`config.mk`:
```
export PLATFORM = sky130hd
export DESIGN_NAME = imc_master
export DESIGN_NICKNAME = d
export VERILOG_FILES = /design/src/include/imc_pkg.sv /design/src/rtl/imc_master.sv
export SDC_FILE = /design/constraint.sdc
export NUM_CORES = 1
export LEC_CHECK = 0
export CAP_MARGIN = 10
export CORE_AREA = 2 2 280 282
export CTS_CLUSTER_DIAMETER = 200
export DETAILED_ROUTE_END_ITERATION = 10
export DIE_AREA = 0 0 282 284
export DONT_BUFFER_PORTS = 1
export PLACE_DENSITY = 0.56
export SLEW_MARGIN = 40
export SYNTH_ARGS = -nofsm -noshare
export SYNTH_HDL_FRONTEND = slang
export SYNTH_SLANG_ARGS = --single-unit
```
`constraint.sdc`:
```
create_clock -name pclk -period 3 [get_ports pclk]
set_input_delay 0.3 -clock pclk [delete_from_list [all_inputs] [get_ports pclk]]
set_output_delay 0.3 -clock pclk [all_outputs]
set_load 0.01 [all_outputs]
```
`src/include/imc_pkg.sv`:
```
package imc_pkg;
  localparam int CLK_MHZ = 40;
  localparam int SS_HALF_NS = 5000;
  localparam int FS_HALF_NS = 1250;
  localparam logic [8:0] SS_HALF = 9'((SS_HALF_NS * CLK_MHZ + 999) / 1000);
  localparam logic [8:0] FS_HALF = 9'((FS_HALF_NS * CLK_MHZ + 999) / 1000);
  localparam logic [7:0] A_CTRL = 8'h00;
  localparam logic [7:0] A_TAR = 8'h04;
  localparam logic [7:0] A_DATA = 8'h08;
  localparam logic [7:0] A_STAT = 8'h0C;
  localparam logic [7:0] A_HOLD = 8'h10;
  localparam logic [7:0] A_RAW = 8'h14;
  localparam logic [7:0] A_MASK = 8'h18;
  localparam logic [7:0] A_MSTAT = 8'h1C;
  localparam logic [7:0] A_OWN = 8'h20;
  localparam logic [7:0] A_DMA = 8'h24;
  localparam logic [3:0] CTRL_RST = 4'h0;
  localparam logic [9:0] TAR_RST = 10'h000;
  localparam logic [9:0] OWN_RST = 10'h055;
  localparam logic [7:0] HOLD_RST = 8'h0A;
  localparam logic [3:0] MASK_RST = 4'h0;
  localparam logic [1:0] DMA_RST = 2'h0;
  localparam int C_EN = 0;
  localparam int C_FAST = 1;
  localparam int C_RSTEN = 2;
  localparam int C_A10 = 3;
  localparam int NEV = 4;
  localparam int EV_START = 0;
  localparam int EV_STOP = 1;
  localparam int EV_ARB = 2;
  localparam int EV_NACK = 3;
  localparam logic [4:0] HDR10 = 5'h1E;
  localparam logic [5:0] DMA_TX_LVL = 6'h04;
  typedef enum logic [2:0] {
    IMC_IDLE = 3'h0,
    IMC_START = 3'h1,
    IMC_LOW = 3'h2,
    IMC_HIGH = 3'h3,
    IMC_STOP1 = 3'h4,
    IMC_STOP2 = 3'h5,
    IMC_RST1 = 3'h6,
    IMC_RST2 = 3'h7
  } imc_state_t;
endpackage

```
`src/rtl/imc_master.sv`:
```
`timescale 1ns/1ps
module imc_master #(
  parameter int DEPTH = 32,
  parameter int AW = 5
) (
  input wire logic pclk,
  input wire logic presetn,
  input wire logic psel,
  input wire logic penable,
  input wire logic pwrite,
  input wire logic [7:0] paddr,
  input wire logic [31:0] pwdata,
  output logic [31:0] prdata,
  output logic pready,
  output logic pslverr,
  input wire logic scl_i,
  output logic scl_o,
  output logic scl_oe,
  input wire logic sda_i,
  output logic sda_o,
  output logic sda_oe,
  output logic dma_tx_req,
  output logic dma_rx_req
);
  localparam logic [AW:0] FULL = (AW+1)'(DEPTH);

  function automatic logic is_at(input logic [7:0] a, input logic [7:0] o);
    is_at = (a == o);
  endfunction

  logic acc, wr_en, rd_en, map_ok;
  logic [31:0] next_prdata;
  logic [3:0] ctrl, raw, mask, ev, ev_set;
  logic [9:0] tar, own;
  logic [7:0] hold;
  logic [1:0] dma_en;
  logic [8:0] tx_mem [DEPTH];
  logic [7:0] rx_mem [DEPTH];
  logic [AW-1:0] tx_wp, tx_rp, rx_wp, rx_rp;
  logic [AW:0] tx_cnt, rx_cnt;
  logic tx_push, tx_pop, tx_flush, rx_push, rx_pop;
  logic [8:0] tx_head, tx_next;
  logic scl_m, scl_s, scl_p, sda_m, sda_s, sda_p;
  logic start_ev, stop_ev, bus_busy, bus_free;
  logic [8:0] idle_cnt, half, hold_eff, cnt;
  imc_pkg::imc_state_t state;
  logic [3:0] bitn;
  logic [7:0] tx_sh, rx_sh;
  logic rd, in_addr, cur_dir, last_rd, a10, arb_p, nack_p, bit_out, stall;
  logic hi_end, done_data;
  logic [1:0] astep;
  logic [9:0] tar_l;

  // apb slave, one wait state
  assign acc = psel & penable & pready;
  assign wr_en = acc & pwrite;
  assign rd_en = acc & ~pwrite;

  always_ff @(posedge pclk or negedge presetn)
  begin
    if (!presetn)
      pready <= 1'b0;
    else
      pready <= psel & penable & ~pready;
  end

  always_comb
  begin
    next_prdata = 32'h0;
    map_ok = 1'b1;
    case (paddr)
      imc_pkg::A_CTRL: next_prdata = {28'h0, ctrl};
      imc_pkg::A_TAR: next_prdata = {22'h0, tar};
      imc_pkg::A_DATA: next_prdata = {24'h0, rx_cnt != 0 ? rx_mem[rx_rp] : 8'h00};
      imc_pkg::A_STAT: next_prdata = {14'h0, bus_busy, state != imc_pkg::IMC_IDLE,
                                      2'h0, 6'(rx_cnt), 2'h0, 6'(tx_cnt)};
      imc_pkg::A_HOLD: next_prdata = {24'h0, hold};
      imc_pkg::A_RAW: next_prdata = {28'h0, raw};
      imc_pkg::A_MASK: next_prdata = {28'h0, mask};
      imc_pkg::A_MSTAT: next_prdata = {28'h0, raw & mask};
      imc_pkg::A_OWN: next_prdata = {22'h0, own};
      imc_pkg::A_DMA: next_prdata = {30'h0, dma_en};
      default: map_ok = 1'b0;
    endcase
  end

  always_ff @(posedge pclk or negedge presetn)
  begin
    if (!presetn)
    begin
      prdata <= 32'h0;
      pslverr <= 1'b0;
    end
    else if (psel & penable & ~pready)
    begin
      prdata <= pwrite ? 32'h0 : next_prdata;
      pslverr <= ~map_ok;
    end
  end

  // software registers
  always_ff @(posedge pclk or negedge presetn)
  begin
    if (!presetn)
    begin
      ctrl <= imc_pkg::CTRL_RST;
      tar <= imc_pkg::TAR_RST;
      hold <= imc_pkg::HOLD_RST;
      mask <= imc_pkg::MASK_RST;
      own <= imc_pkg::OWN_RST;
      dma_en <= imc_pkg::DMA_RST;
    end
    else if (wr_en)
    begin
      if (is_at(paddr, imc_pkg::A_CTRL))
        ctrl <= pwdata[3:0];
      if (is_at(paddr, imc_pkg::A_TAR))
        tar <= pwdata[9:0];
      if (is_at(paddr, imc_pkg::A_HOLD))
        hold <= pwdata[7:0];
      if (is_at(paddr, imc_pkg::A_MASK))
        mask <= pwdata[3:0];
      if (is_at(paddr, imc_pkg::A_OWN))
        own <= pwdata[9:0];
      if (is_at(paddr, imc_pkg::A_DMA))
        dma_en <= pwdata[1:0];
    end
  end

  // raw status, write one to clear, set wins
  always_ff @(posedge pclk or negedge presetn)
  begin
    if (!presetn)
      raw <= 4'h0;
    else if (wr_en && is_at(paddr, imc_pkg::A_RAW))
      raw <= (raw & ~pwdata[3:0]) | ev_set;
    else
      raw <= raw | ev_set;
  end

  // event crossing from engine side
  assign ev = {nack_p, arb_p, stop_ev, start_ev};
  generate
    for (genvar i = 0; i < imc_pkg::NEV; i++)
    begin : g_ev
      logic tgl, syn_m, syn_s, syn_p;
      always_ff @(posedge pclk or negedge presetn)
      begin
        if (!presetn)
        begin
          tgl <= 1'b0;
          syn_m <= 1'b0;
          syn_s <= 1'b0;
          syn_p <= 1'b0;
        end
        else
        begin
          tgl <= tgl ^ ev[i];
          syn_m <= tgl;
          syn_s <= syn_m;
          syn_p <= syn_s;
        end
      end
      assign ev_set[i] = syn_s ^ syn_p;
    end
  endgenerate

  // tx fifo: {read flag, data}
  assign tx_push = wr_en && is_at(paddr, imc_pkg::A_DATA) && tx_cnt != FULL;
  assign tx_head = tx_mem[tx_rp];
  assign tx_next = tx_mem[tx_rp + 1'b1];

  always_ff @(posedge pclk)
  begin
    if (tx_push)
      tx_mem[tx_wp] <= pwdata[8:0];
    if (rx_push)
      rx_mem[rx_wp] <= rx_sh;
  end

  always_ff @(posedge pclk or negedge presetn)
  begin
    if (!presetn)
    begin
      tx_wp <= '0;
      tx_rp <= '0;
      tx_cnt <= '0;
    end
    else if (tx_flush)
    begin
      tx_rp <= tx_wp;
      tx_cnt <= '0;
    end
    else
    begin
      if (tx_push)
        tx_wp <= tx_wp + 1'b1;
      if (tx_pop)
        tx_rp <= tx_rp + 1'b1;
      tx_cnt <= tx_cnt + (AW+1)'(tx_push) - (AW+1)'(tx_pop);
    end
  end

  assign rx_pop = rd_en && is_at(paddr, imc_pkg::A_DATA) && rx_cnt != 0;

  always_ff @(posedge pclk or negedge presetn)
  begin
    if (!presetn)
    begin
      rx_wp <= '0;
      rx_rp <= '0;
      rx_cnt <= '0;
    end
    else
    begin
      if (rx_push)
        rx_wp <= rx_wp + 1'b1;
      if (rx_pop)
        rx_rp <= rx_rp + 1'b1;
      rx_cnt <= rx_cnt + (AW+1)'(rx_push) - (AW+1)'(rx_pop);
    end
  end

  // dma requests
  always_ff @(posedge pclk or negedge presetn)
  begin
    if (!presetn)
    begin
      dma_tx_req <= 1'b0;
      dma_rx_req <= 1'b0;
    end
    else
    begin
      dma_tx_req <= dma_en[0] && 6'(tx_cnt) <= imc_pkg::DMA_TX_LVL;
      dma_rx_req <= dma_en[1] && rx_cnt != 0;
    end
  end

  // line synchronisers and event filter
  always_ff @(posedge pclk or negedge presetn)
  begin
    if (!presetn)
    begin
      {scl_m, scl_s, scl_p} <= 3'h7;
      {sda_m, sda_s, sda_p} <= 3'h7;
    end
    else
    begin
      scl_m <= scl_i;
      scl_s <= scl_m;
      scl_p <= scl_s;
      sda_m <= sda_i;
      sda_s <= sda_m;
      sda_p <= sda_s;
    end
  end

  assign start_ev = scl_s & scl_p & sda_p & ~sda_s;
  assign stop_ev = scl_s & scl_p & ~sda_p & sda_s;
  assign half = ctrl[imc_pkg::C_FAST] ? imc_pkg::FS_HALF : imc_pkg::SS_HALF;
  assign hold_eff = ({1'b0, hold} > half - 9'h002) ? half - 9'h002 : {1'b0, hold};

  always_ff @(posedge pclk or negedge presetn)
  begin
    if (!presetn)
    begin
      bus_busy <= 1'b0;
      idle_cnt <= 9'h000;
      bus_free <= 1'b0;
    end
    else
    begin
      if (start_ev)
        bus_busy <= 1'b1;
      else if (stop_ev)
        bus_busy <= 1'b0;
      if (!(scl_s && sda_s) || bus_busy || start_ev)
        idle_cnt <= 9'h000;
      else if (idle_cnt != half)
        idle_cnt <= idle_cnt + 9'h001;
      bus_free <= idle_cnt == half;
    end
  end

  // bit engine
  assign bit_out = (bitn == 4'h8) ? (rd ? last_rd : 1'b1) : (rd | tx_sh[7]);
  assign stall = rd && bitn == 4'h0 && rx_cnt == FULL;
  assign hi_end = state == imc_pkg::IMC_HIGH && scl_s && cnt == half - 9'h001;
  assign done_data = hi_end && bitn == 4'h8 && !in_addr && (rd || !sda_s);

  always_ff @(posedge pclk or negedge presetn)
  begin
    if (!presetn)
    begin
      state <= imc_pkg::IMC_IDLE;
      cnt <= 9'h000;
      bitn <= 4'h0;
      tx_sh <= 8'h00;
      rx_sh <= 8'h00;
      {rd, in_addr, cur_dir, last_rd, a10} <= 5'h00;
      {arb_p, nack_p, tx_pop, tx_flush, rx_push} <= 5'h00;
      astep <= 2'h0;
      tar_l <= 10'h000;
      scl_oe <= 1'b0;
      sda_oe <= 1'b0;
    end
    else
    begin
      {arb_p, nack_p, tx_pop, tx_flush, rx_push} <= 5'h00;
      unique case (state)
        imc_pkg::IMC_IDLE:
        begin
          scl_oe <= 1'b0;
          sda_oe <= 1'b0;
          cnt <= 9'h000;
          if (ctrl[imc_pkg::C_EN] && tx_cnt != 0 && bus_free)
          begin
            state <= imc_pkg::IMC_START;
            sda_oe <= 1'b1;
            a10 <= ctrl[imc_pkg::C_A10];
            tar_l <= tar;
            astep <= 2'h0;
          end
        end
        imc_pkg::IMC_START:
        begin
          cnt <= cnt + 9'h001;
          if (cnt == half - 9'h001)
          begin
            scl_oe <= 1'b1;
            cnt <= 9'h000;
            bitn <= 4'h0;
            rd <= 1'b0;
            in_addr <= 1'b1;
            cur_dir <= tx_head[8];
            if (a10)
              tx_sh <= {imc_pkg::HDR10, tar_l[9:8], astep == 2'h2};
            else
              tx_sh <= {tar_l[6:0], tx_head[8]};
            state <= imc_pkg::IMC_LOW;
          end
        end
        imc_pkg::IMC_LOW:
        begin
          if (cnt == hold_eff)
            sda_oe <= ~bit_out;
          if (cnt != half - 9'h001)
            cnt <= cnt + 9'h001;
          else if (!stall)
          begin
            scl_oe <= 1'b0;
            cnt <= 9'h000;
            state <= imc_pkg::IMC_HIGH;
          end
        end
        imc_pkg::IMC_HIGH:
        begin
          if (scl_s)
            cnt <= cnt + 9'h001;
          if (scl_s && !sda_oe && !sda_s && !rd && bitn != 4'h8)
          begin
            sda_oe <= 1'b0;
            arb_p <= 1'b1;
            state <= imc_pkg::IMC_IDLE;
          end
          else if (hi_end)
          begin
            cnt <= 9'h000;
            scl_oe <= 1'b1;
            state <= imc_pkg::IMC_LOW;
            if (bitn != 4'h8)
            begin
              rx_sh <= {rx_sh[6:0], sda_s};
              tx_sh <= {tx_sh[6:0], 1'b0};
              bitn <= bitn + 4'h1;
            end
            else
            begin
              bitn <= 4'h0;
              if (!rd && sda_s)
              begin
                nack_p <= 1'b1;
                tx_flush <= 1'b1;
                state <= imc_pkg::IMC_STOP1;
              end
              else if (in_addr && a10 && astep == 2'h0)
              begin
                tx_sh <= tar_l[7:0];
                astep <= 2'h1;
              end
              else if (in_addr && a10 && astep == 2'h1 && cur_dir)
              begin
                astep <= 2'h2;
                state <= imc_pkg::IMC_RST1;
              end
              else if (!in_addr && tx_cnt == 0)
                state <= imc_pkg::IMC_STOP1;
              else if (!in_addr && tx_head[8] != cur_dir)
              begin
                astep <= 2'h0;
                if (ctrl[imc_pkg::C_RSTEN])
                  state <= imc_pkg::IMC_RST1;
                else
                  state <= imc_pkg::IMC_STOP1;
              end
              else
              begin
                in_addr <= 1'b0;
                tx_pop <= 1'b1;
                rd <= tx_head[8];
                tx_sh <= tx_head[7:0];
                last_rd <= tx_cnt == 1 || tx_next[8] != tx_head[8];
              end
              if (rd)
                rx_push <= 1'b1;
            end
          end
        end
        imc_pkg::IMC_STOP1:
        begin
          cnt <= cnt + 9'h001;
          if (cnt == hold_eff)
            sda_oe <= 1'b1;
          if (cnt == half - 9'h001)
          begin
            scl_oe <= 1'b0;
            cnt <= 9'h000;
            state <= imc_pkg::IMC_STOP2;
          end
        end
        imc_pkg::IMC_STOP2:
        begin
          if (scl_s)
            cnt <= cnt + 9'h001;
          if (hi_end || (scl_s && cnt == half - 9'h001))
          begin
            sda_oe <= 1'b0;
            state <= imc_pkg::IMC_IDLE;
          end
        end
        imc_pkg::IMC_RST1:
        begin
          cnt <= cnt + 9'h001;
          if (cnt == hold_eff)
            sda_oe <= 1'b0;
          if (cnt == half - 9'h001)
          begin
            scl_oe <= 1'b0;
            cnt <= 9'h000;
            state <= imc_pkg::IMC_RST2;
          end
        end
        imc_pkg::IMC_RST2:
        begin
          if (scl_s)
            cnt <= cnt + 9'h001;
          if (scl_s && cnt == half - 9'h001)
          begin
            cnt <= 9'h000;
            sda_oe <= 1'b1;
            state <= imc_pkg::IMC_START;
          end
        end
      endcase
    end
  end

  always_ff @(posedge pclk or negedge presetn)
  begin
    if (!presetn)
    begin
      scl_o <= 1'b0;
      sda_o <= 1'b0;
    end
    else
    begin
      scl_o <= 1'b0;
      sda_o <= 1'b0;
    end
  end

  property p_open_drain;
    @(posedge pclk) disable iff (!presetn) !scl_o && !sda_o;
  endproperty
  a_open_drain: assert property (p_open_drain) else $error("line driven high");

  property p_sda_stable;
    @(posedge pclk) disable iff (!presetn)
      (state == imc_pkg::IMC_HIGH && $past(state) == imc_pkg::IMC_HIGH) |-> $stable(sda_oe);
  endproperty
  a_sda_stable: assert property (p_sda_stable) else $error("sda moved in high");

  property p_start_cond;
    @(posedge pclk) disable iff (!presetn)
      (state == imc_pkg::IMC_START && $past(state) == imc_pkg::IMC_START) |-> sda_oe && !scl_oe;
  endproperty
  a_start_cond: assert property (p_start_cond) else $error("bad start");

  property p_idle_gate;
    @(posedge pclk) disable iff (!presetn)
      ($past(state) == imc_pkg::IMC_IDLE && state == imc_pkg::IMC_START) |-> $past(bus_free);
  endproperty
  a_idle_gate: assert property (p_idle_gate) else $error("start on busy bus");

  property p_tx_start;
    @(posedge pclk) disable iff (!presetn)
      ($past(state) == imc_pkg::IMC_IDLE && state == imc_pkg::IMC_START) |-> $past(tx_cnt) != 0;
  endproperty
  a_tx_start: assert property (p_tx_start) else $error("start without data");

  property p_empty_stop;
    @(posedge pclk) disable iff (!presetn)
      (done_data && tx_cnt == 0) |=> state == imc_pkg::IMC_STOP1;
  endproperty
  a_empty_stop: assert property (p_empty_stop) else $error("no stop on empty");

  property p_arb;
    @(posedge pclk) disable iff (!presetn)
      arb_p |-> !sda_oe && state == imc_pkg::IMC_IDLE;
  endproperty
  a_arb: assert property (p_arb) else $error("sda kept after loss");

  property p_toggle;
    @(posedge pclk) disable iff (!presetn) nack_p |-> ##4 raw[imc_pkg::EV_NACK];
  endproperty
  a_toggle: assert property (p_toggle) else $error("event not crossed");

  property p_nack_last;
    @(posedge pclk) disable iff (!presetn)
      (state == imc_pkg::IMC_LOW && rd && bitn == 4'h8 && last_rd && cnt > hold_eff)
      |-> !sda_oe;
  endproperty
  a_nack_last: assert property (p_nack_last) else $error("last byte acked");
endmodule

```
Yosys cells after proc, flatten, opt, wreduce, memory -nomap -nowiden
Memories as Yosys holds them, arrays and structs flattened.
Index checks and enable logic that the tools add are counted.
Widths: inputs -> output; s select.
{"block": "word_totals", "reg_bits": 198, "latch_bits": 0, "mem_bits_rw": 544, "romBits": 0, "input_bits": 47, "output_inout_bits": 40, "word_cells": 372, "n_memories": 2}
{"name": "tx_mem", "words": 32, "word_bits": 9, "rd": 2, "rd_ports_with_merged_regs": 0, "write_ports": 1, "line_no": "imc_master.sv:37", "text": "logic [8:0] tx_mem [DEPTH];"}
{"name": "rx_mem", "words": 32, "word_bits": 8, "rd": 1, "rd_ports_with_merged_regs": 0, "write_ports": 1, "line_no": "imc_master.sv:38", "text": "logic [7:0] rx_mem [DEPTH];"}
{"block": "classes", "add_sub_neg": 13, "n_mul": 0, "div_mod_pow": 0, "n_lt_le_gt_ge": 2, "eq_ne": 59, "shift": 0, "muxes": 126, "n_bitwise": 38, "reduce_logical": 71}
{"operator": "$pmux 18 s10", "count": 1}
{"operator": "$mux 8", "count": 12}
{"operator": "$mux 9", "count": 10}
{"operator": "$mux 1", "count": 59}
{"operator": "$pmux 9 s6", "count": 1}
{"operator": "$mux 3", "count": 16}
{"operator": "$ne 2x2->1 const B", "count": 19}
{"operator": "$eq 8x5->1 const B", "count": 4}
{"operator": "$mux 32", "count": 1}
{"operator": "$logic_and 1x1->1", "count": 26}
{"operator": "$pmux 3 s8", "count": 1}
{"operator": "$add 5x1->5 const B", "count": 4}
{"operator": "$mux 2", "count": 10}
{"operator": "$mux 4", "count": 5}
{"operator": "$ne 4x4->1 const B", "count": 5}
{"operator": "$add 9x1->9 const B", "count": 2}
{"operator": "$eq 9x9->1", "count": 2}
{"operator": "$reduce_and 2->1", "count": 9}
{"operator": "$reduce_and 9->1", "count": 2}
{"operator": "$eq 8x4->1 const B", "count": 2}
{"operator": "$eq 8x6->1 const B", "count": 2}
{"operator": "$pmux 8 s2", "count": 1}
{"operator": "$reduce_and 8->1", "count": 2}
{"operator": "$not 1->1", "count": 14}
{"operator": "other kinds (56)", "count": 99}

Logic depth before layout (Yosys ltp)
An unclocked memory read counts as a cell.
{"block": "logic_depth", "word_depth": 12, "mapped_depth": 16, "depth_no_buf": 16}

Worst setup path after synthesis
Ideal clock, no wire load.
{"block": "synth_timing", "path_type": "input to register", "startpoint": "in paddr[5]", "endpoint": "reg rx_cnt[4]", "setup_ns": 0.122, "arrival_time_ns": 3.024, "t_required_ns": 2.878, "path_slack_ns": -0.146, "stages": 14, "cell_sequence": "or4_1 -> nor2_1 -> nand2_1 -> nor3_1 -> ha_1 -> inv_1 -> ha_1 -> inv_1 -> fa_1 -> inv_1 -> a21oi_1 -> nor2_1 -> nor2_1 -> xnor2_1"}
{"block": "synth_via", "elab_chain_cells": 4}
{"item": "from (decl)", "line_no": "imc_master.sv:11", "text": "input wire logic [7:0] paddr,"}
{"item": "$eq 8x4->1", "line_no": "imc_master.sv:28", "text": "is_at = (a == o);"}
{"item": "$logic_and 1x1->1 (2 in series)", "line_no": "imc_master.sv:204", "text": "assign rx_pop = rd_en && is_at(paddr, imc_pkg::A_DATA) && rx_cnt != 0;"}
{"item": "named net rx_pop", "line_no": "imc_master.sv:41", "text": "logic tx_push, tx_pop, tx_flush, rx_push, rx_pop;"}
{"item": "$sub 6x1->6", "line_no": "imc_master.sv:220", "text": "rx_cnt <= rx_cnt + (AW+1)'(rx_push) - (AW+1)'(rx_pop);"}
{"item": "to (signal assigned)", "line_no": "imc_master.sv:220"}
{"item": "to (decl)", "line_no": "imc_master.sv:40", "text": "logic [AW:0] tx_cnt, rx_cnt;"}
The timed path passes the listed nets, and every way through them passes these cells.
A chain may end at the register's enable or synchronous reset.

Final worst setup path
{"block": "layout_timing", "startpoint": "reg tx_rp[0]", "endpoint": "reg tx_sh[3]"}
{"block": "layout_via", "elab_chain_cells": 10, "elab_cells_between_ends": 14, "classes_between": "eq/ne (2); mux (9); reduce/logical (2); memory (1)"}
{"item": "from (decl)", "line_no": "imc_master.sv:39", "text": "logic [AW-1:0] tx_wp, tx_rp, rx_wp, rx_rp;"}
{"item": "from (signal assigned)", "line_no": "imc_master.sv:191", "text": "tx_rp <= tx_wp;"}
{"item": "from (signal assigned)", "line_no": "imc_master.sv:199", "text": "tx_rp <= tx_rp + 1'b1;"}
{"item": "$mem_v2 32x9 (*)"}
{"item": "$mux 8", "line_no": "imc_master.sv:398", "text": "else if (!in_addr && tx_head[8] != cur_dir)"}
{"item": "$mux 8", "line_no": "imc_master.sv:396", "text": "else if (!in_addr && tx_cnt == 0)"}
{"item": "$mux 8", "line_no": "imc_master.sv:391", "text": "else if (in_addr && a10 && astep == 2'h1 && cur_dir)"}
{"item": "$mux 8", "line_no": "imc_master.sv:386", "text": "else if (in_addr && a10 && astep == 2'h0)"}
{"item": "$mux 8", "line_no": "imc_master.sv:380", "text": "if (!rd && sda_s)"}
{"item": "$mux 8", "line_no": "imc_master.sv:371", "text": "if (bitn != 4'h8)"}
{"item": "$mux 8", "line_no": "imc_master.sv:366", "text": "else if (hi_end)"}
{"item": "$mux 8", "line_no": "imc_master.sv:360", "text": "if (scl_s && !sda_oe && !sda_s && !rd && bitn != 4'h8)"}
{"item": "$pmux 8 s2", "line_no": "imc_master.sv:310", "text": "unique case (state)"}
{"item": "to (signal assigned)", "line_no": "imc_master.sv:337", "text": "tx_sh <= {imc_pkg::HDR10, tar_l[9:8], astep == 2'h2};"}
{"item": "to (signal assigned)", "line_no": "imc_master.sv:374", "text": "tx_sh <= {tx_sh[6:0], 1'b0};"}
{"item": "to (signal assigned)", "line_no": "imc_master.sv:388", "text": "tx_sh <= tar_l[7:0];"}
{"item": "to (decl)", "line_no": "imc_master.sv:48", "text": "logic [7:0] tx_sh, rx_sh;"}
Every way passes the cells marked *; elsewhere a longest branch is shown, timed or not. The select of a mux whose other input is x is not followed.

==> results.txt <==
Status: complete, but fails checks
Failing checks: hold timing
Num CTS Buffers: 79
Max-slew violation count: 0
Tightest hold margin: -0.644 ns
Final HPWL DP: 46100 um
Final instance area: 35400 um^2
Die extent in x: 282 um
Non-filler instance count after layout: 3027
# DRC: 0
Fin crit share: 95.7%
PD cells: 597 nW/um^2
Highest clock rate: 0.348 GHz
Startpoint Class: register
CTS tree: done
RSZ-0062 raised after global routing: no
Clk buf depth: 3
Synth cell types: 71
Relative max-transition margin: 47.7%
Reg-to-Reg Start: tx_rp[0]$_DFFE_PN0P_
Syn-to-layout area delta: 16.3%
Int Pwr: 16.7 mW
Root Buffer: clkbuf_16
Crit path kind: register to register
Setup crit start: tx_rp[0]$_DFFE_PN0P_
Vias per Instance: 5.37
FF/Latch Area: 20900 um^2
Critical Path AT: 3.37 ns
Setup Skew: 0.0501 ns
Routed WL per cell: 23.4 um
ANT nets after route: 0
Register share of total power: 51.7%
Post-layout minimum cycle time: 2.87 ns
Worst-path clk slew: 0.06 ns
GRT overflow: 0
Number of synthesis warnings: 0
Max FO, Critical Path: 20
Required @ worst endpoint: 3.50 ns
Comb pwr share: 2.6%
Hold WC Path Type: primary input to async pin
Chip height: 284 um
Slew @ Worst Pin: 0.782 ns
Final-report setup violation count: 0
Final Power: 21.2 mW
Synthesized flop and latch total: 726
I/O Pins: 87
Clock share of power: 45.7%
Core area: 77000 um^2
Tot GR Track Use: 17.8%
Syn Area/Cell: 17.2 um^2
Number of synthesized flops with an enable pin: 544
Peak supply drop: 0.513 mV
Post-Route WL: 70800 um
Cells after DPL: 2854
Rows: 102
I/O Buffers: 0
Die area: 80100 um^2
Initial drt markers: 1366
Fin util: 46.1%
Post-layout nets: 2010
Via count: 16300
Largest net degree at the start of global routing: 183
First-pass GRT wire length: 107000 um
Synthesized cell area: 30500 um^2
Initial Util: 39.6%
Placed instance area: 32400 um^2
CTS Hold Bufs: 22
# H-tree levels: 3
Switch share: 20.9%
Ys flop type: edfxtp_1
Multi-input logic area: 9000 um^2
Leak Pwr: 11.7 nW
Routability cong.: 0.828
Sw power: 4.43 mW
Number of global-route vias before repair: 16700
Max cap viols: 0
Register area share after synthesis: 68.6%
Final Hold Fails: 182
Clk sinks: 726
Synth Instances: 1767
Layout fillers: 6555
Worst-Skew Late Latency: 0.64 ns
Drt pass-1 iters: 6
Layout cells sized above 1: 27.3%
Crit. End Element: register
Initial antenna violation count: 1
Ys async rst share: 25.1%
-- final cells by class --
type	count	share of cell area [%]
tap	1040	3.67
clock inverter	45	1.40
sequential	726	59.0
clock buffer	100	5.94
antenna	1	0.00706
inverter	41	0.434
multi-input combinational	920	25.4
timing repair buffer	154	4.13
-- registers in the layout, indices dropped and copies added, names as in the netlist, 5 cells and up --
register  flops
tx_rp         5
cnt           9
tar_l        10
tx_sh         8
rx_mem      256
hold          8
tx_mem      288
own          10
idle_cnt      9
rx_wp         5
rx_sh         8
rx_cnt        6
prdata       16
tar          10
tx_cnt        6
tx_wp         5
rx_rp         5
-- power groups by stage --
stage	Clock [mW]	Combinational [mW]	Sequential, mW
6_report	9.68	0.552	10.9
3_5_place_dp	0	0.404	11.1
4_1_cts	9.92	0.534	10.9
2_1_floorplan	0	0.330	11.1
5_1_grt	10.3	0.619	10.9
3_3_place_gp	0	0.391	11.1
-- per-layer routing --
metal | track usage [%] | part of all wire, % | up-vias
met5 | 0 | 0.016 | -
li1 | - | - | 7230
met3 | 4.74 | 6.5 | 110
met1 | 24.8 | 44 | 8543
met2 | 27.7 | 48 | 381
met4 | 4.80 | 2.1 | 2
-- layout by cell type, fill, tap and decap left out, types with 6 or more instances in the layout --
cell / n
a21o_1: 7
a21oi_1: 30
a222oi_1: 8
a22o_1: 19
a31oi_1: 6
and3_1: 8
buf_12: 18
buf_4: 119
bufinv_16: 7
clkbuf_1: 16
clkbuf_16: 80
clkinv_1: 13
clkinv_2: 13
conb_1: 18
dfrtp_1: 160
dfrtp_2: 8
dfstp_2: 12
dlygate4sd3_1: 13
edfxtp_1: 544
ha_1: 38
inv_1: 41
mux2_2: 71
mux2i_1: 34
mux4_2: 175
nand2_1: 93
nand2b_1: 9
nand3_1: 26
nand3b_1: 14
nand4_1: 13
nor2_1: 124
nor2_2: 8
nor2b_1: 9
nor3_1: 15
nor3b_1: 6
o211ai_1: 7
o21ai_0: 44
o22ai_1: 10
xnor2_1: 21
xor2_1: 24
-- per-stage QoR --
step / setup slack, ns / setup TNS, ns
after CTS: 0.0371 / 0
after global routing: 0.00583 / 0
after detailed placement: -0.0397 / -0.0561
after global placement: -0.0491 / -0.0569
final: 0.130 / 0
after floorplan: 0.0314 / 0
-- critical path, cell delays in order, from the launching register on --
cell	delay [ns]
dfrtp_4	0.48
buf_16	0.21
mux4_2	0.52
mux2i_1	0.17
o22a_1	0.15
and3_1	0.20
buf_12	0.14
nor3_1	0.06
a21oi_1	0.17
a21o_1	0.19
buf_12	0.13
mux2_2	0.32
-- Yosys cell counts, types with 16 or more instances --
| cell | n | share of area, % |
|---|---|---|
| nor2_1 | 131 | 1.6 |
| o21ai_0 | 45 | 0.74 |
| xnor2_1 | 21 | 0.60 |
| nand2_1 | 93 | 1.1 |
| a21oi_1 | 30 | 0.49 |
| mux2i_1 | 34 | 1.1 |
| buf_4 | 19 | 0.47 |
| a22o_1 | 19 | 0.55 |
| mux2_2 | 71 | 2.6 |
| nand3_1 | 26 | 0.43 |
| xor2_1 | 24 | 0.69 |
| dfrtp_1 | 170 | 14 |
| inv_1 | 41 | 0.50 |
| ha_1 | 39 | 1.6 |
| clkbuf_1 | 47 | 0.58 |
| edfxtp_1 | 544 | 54 |
| nor3_1 | 16 | 0.26 |
| mux4_2 | 175 | 13 |
-- path summary, 6_finish.rpt --
path                                                end  slack, ns  cells past startpoint
worst max-delay path               tx_sh[3]$_DFFE_PN0P_       0.13                     11
worst min-delay path            idle_cnt[6]$_DFFE_PN0P_      -0.64                      0
worst max register to register     tx_sh[3]$_DFFE_PN0P_       0.13                     11
worst min register to register  g_ev[1].syn_s$_DFF_PN0_       0.35                      0
max in group asynchronous               sda_s$_DFF_PN1_       3.37                      0
min in group pclk                 prdata[0]$_DFFE_PN0P_       0.09                      3
-- cells by family (layout without fill, tap and decap cells) --
group	count (synthesis)	in the layout	share of synthesized area, %
xor+xnor	45	45	1.29
buf+inv	138	340	2.18
fa+ha+maj	41	41	1.73
simple gates	358	358	5.55
compound gates	178	178	3.97
other cells	1	19	0.0123
mux	280	280	16.7
flops	726	726	68.6
-- repair_timing --
action / in CTS / in global routing
setup buffers: 0 / 4
setup endpoints to repair: 0 / 15
resized for setup: 0 / 7
hold endpoints to repair: 516 / 182
No activity file was read; power rests on OpenSTA's default activity.
